File: src/design/pisel_pkg.sv
/*
 * pisel_pkg: register map, field positions, reset values and carrier types
 * for the loop input-select and holdover controller.
 * assumes: AHB-Lite slave, 32-bit data, one register per aligned word.
 */
package pisel_pkg;
    // printed offsets are not word multiples: kept as indices, byte address = 4 * index
    localparam logic [11:0] IDX_HOLD_CNT_LO  = 12'h733;
    localparam logic [11:0] IDX_HOLD_CNT_MID = 12'h734;
    localparam logic [11:0] IDX_HOLD_CNT_HI  = 12'h735;
    localparam logic [11:0] IDX_FORCE_HOLD   = 12'h736;
    localparam logic [11:0] IDX_SWITCH_CTRL  = 12'h737;
    localparam logic [11:0] IDX_FAULT_MASKS  = 12'h738;
    localparam logic [11:0] IDX_PRIO_LO      = 12'h739;
    localparam logic [11:0] IDX_PRIO_HI      = 12'h73a;
    localparam logic [11:0] IDX_HSW_MODE     = 12'h73b;
    localparam logic [11:0] IDX_PH_THR_LO    = 12'h73c;
    localparam logic [11:0] IDX_PH_THR_HI    = 12'h73d;
    localparam logic [11:0] IDX_COARSE_LEN   = 12'h73e;
    localparam logic [11:0] IDX_HIST_DELAY   = 12'h730;
    localparam logic [11:0] IDX_STATUS       = 12'h740;

    localparam int NUM_INPUTS   = 4;
    localparam int NUM_REGS     = 14;
    localparam int MODE_LSB     = 0;
    localparam int HSW_EN_BIT   = 2;
    localparam int LOS_MSK_LSB  = 0;
    localparam int OOF_MSK_LSB  = 4;
    localparam int PRIO_A_LSB   = 0;
    localparam int PRIO_B_LSB   = 4;
    localparam int HIST_VAL_BIT = 1;

    localparam logic [1:0] SW_MANUAL      = 2'h0;
    localparam logic [1:0] SW_AUTO_NONREV = 2'h1;
    localparam logic [1:0] SW_AUTO_REV    = 2'h2;

    localparam logic [2:0] RANK_NEVER = 3'h0;
    localparam logic [2:0] RANK_WORST = 3'h4;

    localparam logic [7:0] RST_HSW_MODE = 8'h01;
    localparam logic [7:0] RST_ZERO     = 8'h00;

    // history must accumulate this long before holdover is allowed
    localparam int          HIST_MIN_US     = 10;
    localparam int          CLK_MHZ         = 100;
    localparam logic [15:0] HIST_MIN_CYCLES = 16'(HIST_MIN_US * CLK_MHZ);
    // history ring depth in samples; each delay step reads one slot further back
    localparam int          HIST_DEPTH      = 8;

    typedef enum logic [2:0] {
        PISEL_LOCKED   = 3'b001,
        PISEL_HOLDOVER = 3'b010,
        PISEL_FREERUN  = 3'b100
    } pisel_state_type;

    typedef struct packed {
        logic [3:0] clock_absent_fault;
        logic [3:0] frequency_offset_fault;
    } pisel_faults_type;

    typedef struct packed {
        logic [1:0]      active_input;
        logic            input_ok;
        logic            phase_buildout;
        pisel_state_type loop_state;
        logic            history_valid;
    } pisel_status_type;
endpackage : pisel_pkg

File: src/design/pisel_ctrl.sv
/*
 * pisel_ctrl: input selection and holdover control for one loop, with its
 * register file on an AHB-Lite slave.
 * assumes: fault pins and freq samples come from other clock domains and are
 * synchronised here; single word transfers only; one clock.
 */
// Local design decision: the AHB-Lite slave port.
// What this block does
// - force-holdover bit holds output: holdover with valid history, else freerun
// - switch-mode field: 0 manual, 1 auto non-revertive, 2 auto revertive
// - hitless-enable bit turns on phase buildout for input switches
// - absent-clock mask bit per input drops that fault from auto validity
// - frequency-offset mask bit per input drops that fault from auto validity
// - auto modes pick the valid input with the best rank; non-revertive only once the current input fails
// - rank 0 is never auto-selected but still manually selectable
// - rank ties go to the lowest input index
// - holdover uses history delayed by programmed delay, skipping recent samples
// - holdover count, phase threshold, coarse length held as little-endian bytes
// - selection outcome, faults masked, can drive holdover entry
// - history valid reads 1 once enough history accumulated, else 0
// - manual selection field picks input 0-3; 4-7 reserved
module pisel_ctrl (
    input  wire logic                        clk,
    input  wire logic                        rstn,
    input  wire logic                        ce,
    input  wire logic                        hsel,
    input  wire logic [31:0]                 haddr,
    input  wire logic [1:0]                  htrans,
    input  wire logic                        hwrite,
    input  wire logic [2:0]                  hsize,
    input  wire logic [31:0]                 hwdata,
    input  wire logic                        hready,
    output logic      [31:0]                 hrdata,
    output logic                             hreadyout,
    output logic                             hresp,
    input  wire pisel_pkg::pisel_faults_type faults_pin,
    input  wire logic [7:0]                  freq_sample,
    input  wire logic                        freq_sample_valid,
    output pisel_pkg::pisel_status_type      status,
    output logic      [7:0]                  holdover_freq,
    output logic      [23:0]                 holdover_cycle_count,
    output logic      [9:0]                  hitless_phase_threshold,
    output logic      [4:0]                  hitless_coarse_length
);
    import pisel_pkg::*;

    // rank decode, used for every input and the current one
    function automatic logic rank_usable(input logic [2:0] r);
        return (r != RANK_NEVER) && (r <= RANK_WORST);
    endfunction : rank_usable

    // register file
    logic [7:0] regs [NUM_REGS];
    logic [7:0] next_regs [NUM_REGS];
    logic [11:0] ap_idx;
    logic       ap_write;
    logic       ap_valid;
    logic [11:0] next_ap_idx;
    logic       next_ap_write;
    logic       next_ap_valid;
    logic [31:0] next_hrdata;

    // synchronisers
    pisel_faults_type flt_s1, flt_s2;
    logic [7:0] fs_s1, fs_s2;
    logic       fv_s1, fv_s2, fv_s3;

    // selection / loop state
    pisel_state_type state, next_state;
    logic [1:0]  active, next_active;
    logic [15:0] hist_cnt, next_hist_cnt;
    logic [2:0]  wr_ptr, next_wr_ptr;
    logic [7:0]  next_holdover_freq;
    logic [7:0]  mem_rd;
    logic [2:0]  rd_ptr;

    logic [3:0] in_valid;
    logic [2:0] rank [NUM_INPUTS];
    logic       best_found;
    logic [1:0] best_idx;
    logic [2:0] best_rank;
    logic [1:0] want_input;
    logic       want_ok;
    logic       hist_valid;
    logic [4:0] hist_delay;

    function automatic int reg_slot(input logic [11:0] idx);
        case (idx)
            IDX_HOLD_CNT_LO:  return 0;
            IDX_HOLD_CNT_MID: return 1;
            IDX_HOLD_CNT_HI:  return 2;
            IDX_FORCE_HOLD:   return 3;
            IDX_SWITCH_CTRL:  return 4;
            IDX_FAULT_MASKS:  return 5;
            IDX_PRIO_LO:      return 6;
            IDX_PRIO_HI:      return 7;
            IDX_HSW_MODE:     return 8;
            IDX_PH_THR_LO:    return 9;
            IDX_PH_THR_HI:    return 10;
            IDX_COARSE_LEN:   return 11;
            IDX_HIST_DELAY:   return 12;
            IDX_STATUS:       return 13;
            default:          return -1;
        endcase
    endfunction : reg_slot

    // bus: zero wait states, always OKAY
    always_comb begin
        next_ap_valid = hsel && hready && htrans[1];
        next_ap_write = hwrite;
        next_ap_idx   = haddr[13:2];
        if (!(hsel && hready)) begin
            next_ap_valid = 1'b0;
            next_ap_write = 1'b0;
            next_ap_idx   = ap_idx;
        end
    end

    always_comb begin
        int s;
        s = reg_slot(next_ap_idx);
        next_hrdata = 32'h0;
        if (next_ap_valid && !next_ap_write && s >= 0) begin
            if (s == 13) begin
                next_hrdata[HIST_VAL_BIT] = hist_valid;
            end else begin
                next_hrdata[7:0] = regs[s];
            end
        end
    end

    always_comb begin
        int s;
        s = reg_slot(ap_idx);
        for (int i = 0; i < NUM_REGS; i++) begin
            next_regs[i] = regs[i];
        end
        // status slot is read-only; unmapped writes are dropped
        if (ap_valid && ap_write && s >= 0 && s != 13) begin
            next_regs[s] = hwdata[7:0];
        end
    end

    always_ff @(posedge clk or negedge rstn) begin
        if (!rstn) begin
            ap_idx   <= 12'h0;
            ap_write <= 1'b0;
            ap_valid <= 1'b0;
            hrdata   <= 32'h0;
            for (int i = 0; i < NUM_REGS; i++) begin
                regs[i] <= (i == 8) ? RST_HSW_MODE : RST_ZERO;
            end
        end else if (ce) begin
            ap_idx   <= next_ap_idx;
            ap_write <= next_ap_write;
            ap_valid <= next_ap_valid;
            hrdata   <= next_hrdata;
            for (int i = 0; i < NUM_REGS; i++) begin
                regs[i] <= next_regs[i];
            end
        end
    end

    assign hreadyout = 1'b1;
    assign hresp     = 1'b0;

    // pins cross in from the reference domains
    always_ff @(posedge clk or negedge rstn) begin
        if (!rstn) begin
            flt_s1 <= '0;
            flt_s2 <= '0;
            fs_s1  <= 8'h00;
            fs_s2  <= 8'h00;
            fv_s1  <= 1'b0;
            fv_s2  <= 1'b0;
            fv_s3  <= 1'b0;
        end else if (ce) begin
            flt_s1 <= faults_pin;
            flt_s2 <= flt_s1;
            fs_s1  <= freq_sample;
            fs_s2  <= fs_s1;
            fv_s1  <= freq_sample_valid;
            fv_s2  <= fv_s1;
            fv_s3  <= fv_s2;
        end
    end

    // per-input validity and rank
    genvar g;
    generate
        for (g = 0; g < NUM_INPUTS; g++) begin : g_in
            logic [7:0] prio_byte;
            assign prio_byte = regs[6 + g / 2];
            assign rank[g] = (g % 2 == 0) ? prio_byte[PRIO_A_LSB +: 3]
                                          : prio_byte[PRIO_B_LSB +: 3];
            assign in_valid[g] =
                (!flt_s2.clock_absent_fault[g] || regs[5][LOS_MSK_LSB + g]) &&
                (!flt_s2.frequency_offset_fault[g] || regs[5][OOF_MSK_LSB + g]);
        end
    endgenerate

    // best-rank search; strict compare keeps the lowest index on ties
    always_comb begin
        best_found = 1'b0;
        best_idx   = 2'h0;
        best_rank  = RANK_WORST;
        for (int i = 0; i < NUM_INPUTS; i++) begin
            if (in_valid[i] && rank_usable(rank[i]) &&
                (!best_found || rank[i] < best_rank)) begin
                best_found = 1'b1;
                best_idx   = 2'(i);
                best_rank  = rank[i];
            end
        end
    end

    always_comb begin
        want_input = active;
        want_ok    = 1'b0;
        case (regs[4][MODE_LSB +: 2])
            SW_MANUAL: begin
                // reserved selection values 4-7 keep the current input
                if (regs[3][3:2] == 2'h0) begin
                    want_input = regs[3][5:4];
                end
                want_ok = in_valid[want_input];
            end
            SW_AUTO_NONREV: begin
                if (in_valid[active] && rank_usable(rank[active])) begin
                    want_input = active;
                    want_ok    = 1'b1;
                end else begin
                    want_input = best_found ? best_idx : active;
                    want_ok    = best_found;
                end
            end
            SW_AUTO_REV: begin
                want_input = best_found ? best_idx : active;
                want_ok    = best_found;
            end
            default: begin
                want_input = active;
                want_ok    = in_valid[active];
            end
        endcase
    end

    assign hist_valid = (hist_cnt >= HIST_MIN_CYCLES);
    assign hist_delay = regs[12][4:0];

    // loop state: forced hold wins, then selection outcome decides
    always_comb begin
        next_state  = state;
        next_active = active;
        case (state)
            PISEL_LOCKED: begin
                if (regs[3][0] || !want_ok || want_input != active) begin
                    next_state = hist_valid ? PISEL_HOLDOVER : PISEL_FREERUN;
                end
            end
            PISEL_HOLDOVER, PISEL_FREERUN: begin
                if (!regs[3][0] && want_ok) begin
                    next_state  = PISEL_LOCKED;
                    next_active = want_input;
                end
            end
            default: begin
                next_state = PISEL_FREERUN;
            end
        endcase
    end

    // history accumulates only while locked; cleared on relock
    always_comb begin
        next_hist_cnt = hist_cnt;
        next_wr_ptr   = wr_ptr;
        if (state != PISEL_LOCKED) begin
            next_hist_cnt = (next_state == PISEL_LOCKED) ? 16'h0 : hist_cnt;
        end else if (!hist_valid && next_state == PISEL_LOCKED) begin
            // no count on the leaving edge, so a forced exit sees a settled history_valid
            next_hist_cnt = hist_cnt + 16'h1;
        end
        if (state == PISEL_LOCKED && fv_s2 && !fv_s3) begin
            next_wr_ptr = wr_ptr + 3'h1;
        end
    end

    // delay clipped to 6; larger settings read seven writes back, the slot next to the oldest
    assign rd_ptr = wr_ptr - 3'h1 - ((hist_delay > 5'h6) ? 3'h6 : hist_delay[2:0]);

    always_comb begin
        next_holdover_freq = holdover_freq;
        if (state == PISEL_LOCKED) begin
            next_holdover_freq = mem_rd;
        end
    end

    always_ff @(posedge clk or negedge rstn) begin
        if (!rstn) begin
            state         <= PISEL_FREERUN;
            active        <= 2'h0;
            hist_cnt      <= 16'h0;
            wr_ptr        <= 3'h0;
            holdover_freq <= 8'h00;
        end else if (ce) begin
            state         <= next_state;
            active        <= next_active;
            hist_cnt      <= next_hist_cnt;
            wr_ptr        <= next_wr_ptr;
            holdover_freq <= next_holdover_freq;
        end
    end

    pisel_hist_mem u_hist (
        .clk     (clk),
        .rstn    (rstn),
        .ce      (ce),
        .wr_en   (state == PISEL_LOCKED && fv_s2 && !fv_s3),
        .wr_addr (wr_ptr),
        .wr_data (fs_s2),
        .rd_addr (rd_ptr),
        .rd_data (mem_rd)
    );

    assign status.active_input   = active;
    assign status.input_ok       = want_ok;
    assign status.phase_buildout = regs[4][HSW_EN_BIT];
    assign status.loop_state     = state;
    assign status.history_valid  = hist_valid;

    // hitless mode fields are passed through as written; software keeps 1 / 0
    assign holdover_cycle_count    = {regs[2], regs[1], regs[0]};
    assign hitless_phase_threshold = {regs[10][1:0], regs[9]};
    assign hitless_coarse_length   = regs[11][4:0];
endmodule : pisel_ctrl

File: src/design/pisel_hist_mem.sv
/*
 * pisel_hist_mem: small ring of recent frequency samples used by holdover.
 * assumes: one write per sample, read data registered, same clock as caller.
 */
module pisel_hist_mem (
    input  wire logic       clk,
    input  wire logic       rstn,
    input  wire logic       ce,
    input  wire logic       wr_en,
    input  wire logic [2:0] wr_addr,
    input  wire logic [7:0] wr_data,
    input  wire logic [2:0] rd_addr,
    output logic      [7:0] rd_data
);
    import pisel_pkg::*;
    logic [7:0] mem [HIST_DEPTH];
    logic [7:0] next_rd_data;

    always_comb begin
        next_rd_data = mem[rd_addr];
    end

    always_ff @(posedge clk) begin
        if (ce && wr_en) begin
            mem[wr_addr] <= wr_data;
        end
    end

    always_ff @(posedge clk or negedge rstn) begin
        if (!rstn) begin
            rd_data <= 8'h00;
        end else if (ce) begin
            rd_data <= next_rd_data;
        end
    end
endmodule : pisel_hist_mem

File: config.mk
export PLATFORM = sky130hd
export DESIGN_NAME = pisel_ctrl
export DESIGN_NICKNAME = d
export VERILOG_FILES = /design/src/design/pisel_pkg.sv /design/src/design/pisel_ctrl.sv /design/src/design/pisel_hist_mem.sv
export SDC_FILE = /design/constraint.sdc
export NUM_CORES = 1
export LEC_CHECK = 0
export ABC_CLOCK_PERIOD_IN_PS = 6100
export BUFFER_PORTS_ARGS = -buffer_cell sky130_fd_sc_hd__clkbuf_2
export CORE_MARGIN = 2
export CORE_UTILIZATION = 60
export CTS_BUF_LIST = sky130_fd_sc_hd__clkbuf_4
export DETAILED_ROUTE_END_ITERATION = 10
export PLACE_DENSITY = 0.79
export SYNTH_ARGS = -nofsm -noshare
export SYNTH_HDL_FRONTEND = slang
export SYNTH_HIERARCHICAL = 1
export SYNTH_SLANG_ARGS = --single-unit
File: constraint.sdc
create_clock -name clk -period 6.1 [get_ports clk]
set_input_delay 0.61 -clock clk [delete_from_list [all_inputs] [get_ports clk]]
set_output_delay 0.61 -clock clk [all_outputs]
set_load 0.01 [all_outputs]
==> run_results.csv <==
group,metric,value,unit
timing,finalHoldViolations,0,
grt,grt_pass1_wl,47840,um
timing,finalCritPeriodShare,0.9333,
grt,overflow,0,
grt,grt_pass1_vias,9167,
clock_tree,clk_latency,0.70,ns
power,swShare,0.2648,
place,place_ws,0.07017,ns
timing,fin_setup_tns,0,ns
power,pwr-share-seq,0.499,
timing,tightest_slew,1.001,ns
yosys,yosys_register_bits,265,
place,place_inst,1408,
hold_path,hold_class,"input port to async pin",
power,p_leak,6.927,nW
route,vias,9117,
clock_tree,cts.sinks,265,
power,p_clk_frac,0.387,
route,drtIter0Drc,598,
floorplan,ioPinCount,181,
yosys,yosysWarnings,6,
yosys,syn_inst,1101,
yosys,synth-edff-count,64,
grt,grt_max_degree,121,
flow_run,cap_violations,0,
setup_path,rr_startpoint,"g_in[0].prio_byte[1]$_DFFE_PN0P_",
setup_path,cp-start-kind,"flop",
finish,fin_area,14540,um2
power,comb_power_share,0.114,
timing,rsz0062_at_grt,"no",
setup_path,cpMaxStageDelayCell,"or4_1",
yosys,yosysTopAreaCell,"dfrtp_1",
route,firstDrtPassIters,5,
yosys,ys_seq_area_frac,0.5242,
setup_path,r2r_cells,21,
floorplan,die_y,152.7,um
power,net-switching-power,0.001069,W
yosys,yosys.cell_types.count,77,
clock_tree,cts_root_buffer,"clkbuf_4",
route,wl_per_cell,19.30,um
setup_path,path_cells,"or3_4 -> and2_1 -> nand2_1 -> inv_1 -> ha_1 -> a211oi_2 -> o31ai_4 -> o21ai_1 -> ha_1 -> a2111oi_2 -> and2_1 -> o21ai_0 -> o31a_1 -> ha_1 -> a2111oi_0 -> buf_4 -> o211a_4 -> o21ai_1 -> a221o_1 -> or4_1 -> a21oi_1",
clock_tree,clockBufferDepth,3,
timing,setup_viol,0,
route,route.detailed.drc,0,
power,irDropWorstVdd,172.4,uV
outcome,status,"completed",
setup_path,crit_type,"flop to flop",
floorplan,fp-row-count,54,
yosys,synth-main-ff-cell,"dfrtp_1",
clock_tree,cts_buffers,69,
yosys,syn_avg_cell_area,12.05,um2
route,vias_per_cell,5.971,
timing,slew_headroom,0.3326,
yosys,synthTopCellsByArea,"dfrtp_1, mux2_2, edfxtp_1, mux2i_1, buf_4",
yosys,synth_commonest_cells,"dfrtp_1, mux2_2, buf_4, nand2_1, edfxtp_1",
yosys,async_flop_share,0.7585,
finish,area_growth,9.602,%
floorplan,die_area,23310,um2
place,dp_hpwl,19900,um
route,drt_wl_total,29470,um
power,total_power,0.004038,W
clock_tree,path_clk_slew,0.07,ns
place,portBuffers,106,
grt,antenna_found_initial,1,
setup_path,cp.arrival,6.28,ns
setup_path,cp_max_fo,10,
yosys,yosysMostFrequentCell,"dfrtp_1",
timing,final-max-slew-violation-count,0,
setup_path,endpoint_kind,"flop",
grt,track_usage,0.2557,
power,power_density,277.8,nW/um2
clock_tree,ctsHtreeMaxLevel,3,
setup_path,cpMostUsedCell,"ha_1",
yosys,synth_area,13270,um2
place,place_congestion,0.9255,
setup_path,crit_start,"g_in[0].prio_byte[1]$_DFFE_PN0P_",
finish,fin_nets,1302,
finish,n_fill_cell,1651,
clock_tree,cts_setup_buffers,0,
finish,drive_gt1_frac,0.3475,
floorplan,core-area,21760,um2
power,internal_power,0.002969,W
floorplan,initial_utilization,0.6097,
place,placed_area,13610,um2
setup_path,slowest_delay,0.54,ns
floorplan,die_x,152.7,um
route,ant_nets,0,
timing,fmax,175.7,MHz
setup_path,critPathRequiredTime,6.69,ns
finish,stdcell_count,1527,
timing,post-route-worst-setup-slack,0.4070,ns
timing,clock-skew-final,0.04459,ns
clock_tree,ctsHoldBuffers,0,
clock_tree,cts_tree,"built",
yosys,synth_top_area_frac,0.3754,
timing,finalCriticalPeriod,5.693,ns
==> placed cells by master (no fill, tap or decap), types with 6 or more instances in the layout <==
master	Yosys	layout
a211oi_1	17	16
edfxtp_1	64	64
and3_1	6	6
nand4_1	10	10
o2bb2ai_1	8	8
conb_1	2	26
or3_1	6	6
dfrtp_1	199	199
buf_4	71	17
clkinv_1	0	8
a211o_1	11	11
clkbuf_2	0	105
a22oi_1	9	9
inv_1	17	17
nand3_1	22	22
nor2b_1	24	24
nor3_1	13	13
clkbuf_4	0	102
nand2b_1	17	17
mux2i_1	55	55
or4_1	8	8
nand2_1	71	71
o31ai_1	9	8
mux2_2	171	171
nor4_1	6	6
o21ai_0	33	31
nor2_1	52	51
ha_1	10	10
and2_1	23	23
a41o_1	8	8
a21oi_1	21	21
==> critical path: cells and delay by family, from the launching register on <==
family / cells / cell delay, ns
flip-flops: 1 / 0.45
AO/OA/AOI/OAI: 11 / 2.68
adder cells (fa/ha/maj): 3 / 0.79
AND/OR/NAND/NOR: 5 / 1.43
buffers and inverters: 2 / 0.24
==> sequential cells by signal, indices dropped and copies added (netlist names), 2 cells and up <==
name / flops
hist_cnt: 16
u_hist/mem: 64
hitless_coarse_length: 5
hist_delay: 5
regs: 43
active: 2
wr_ptr: 3
holdover_freq: 8
state: 3
u_hist/rd_data: 8
fs_s2: 8
hrdata: 8
g_in.prio_byte: 16
hitless_phase_threshold: 10
flt_s1: 8
ap_idx: 12
fs_s1: 8
holdover_cycle_count: 24
flt_s2: 8
==> what timing repair did <==
| action | CTS | global route |
|---|---|---|
| endpoints found under the hold margin | 0 | 0 |
| resized for setup | 0 | 8 |
| endpoints found under the setup margin | 0 | 13 |
==> metrics by stage <==
stage | hold WS [ns] | utilization
final | 0.04970 | 0.6683
after global routing | 0.1259 | 0.6683
after CTS | 0.1113 | 0.6666
after detailed placement | 0.4508 | 0.6257
after global placement | 0.4480 | 0.6257
after floorplan | 0.3144 | -
==> final timing paths <==
path	end	slack, ns
setup / recovery	hist_cnt[5]$_DFFE_PN0P_	0.41
hold / removal	fs_s1[6]$_DFFE_PN0P_	0.05
setup reg to reg	hist_cnt[5]$_DFFE_PN0P_	0.41
hold reg to reg	holdover_freq[4]$_DFFE_PN0P_	0.47
max in group asynchronous	hist_cnt[1]$_DFFE_PN0P_	4.79
min in group clk	flt_s1[2]$_DFFE_PN0P_	0.16
==> power by group through the flow <==
stage / combinational, W / sequential, W / clock, W
after floorplan: 0.000356 / 0.00201 / 0
after global placement: 0.000447 / 0.00204 / 0
after detailed placement: 0.000458 / 0.00205 / 0
after CTS: 0.000462 / 0.00202 / 0.00159
after global routing: 0.000506 / 0.00203 / 0.00169
final: 0.000461 / 0.00202 / 0.00156
==> cells by family (layout without fill, tap and decap cells) <==
group / Yosys count / after routing / share of synthesized area
xor gates and xnor gates: 9 / 9 / 0.005942
and+or+nand+nor: 286 / 286 / 0.1151
other: 2 / 27 / 0.0005661
adders and majority gates: 11 / 11 / 0.01094
muxes: 229 / 229 / 0.1918
DFF: 265 / 265 / 0.5242
AOI/OAI and AO/OA: 162 / 162 / 0.08885
buffers and inverters: 137 / 258 / 0.06263
==> per-layer routing <==
metal / up-vias / share of wire / GRT usage / wire [um]
met4: 0 / 0.019 / 0.08245 / 561
li1: 4198 / - / - / -
met2: 287 / 0.49 / 0.4254 / 14450
met3: 47 / 0.049 / 0.05148 / 1458
met1: 4585 / 0.44 / 0.3402 / 13000
met5: - / 0 / 0 / 0
==> area by class of cell <==
class	instances	area (um2)	share of cell area
antenna	1	2.502	0.0001721
tap	280	350.3	0.02410
clock buffer	102	765.7	0.05267
sequential	265	6954	0.4783
inverter	17	63.81	0.004389
multi-input combinational	723	5612	0.3860
clock inverter	16	123.9	0.008520
timing repair buffer	123	666.9	0.04587
No activity file was read; power rests on OpenSTA's default activity.
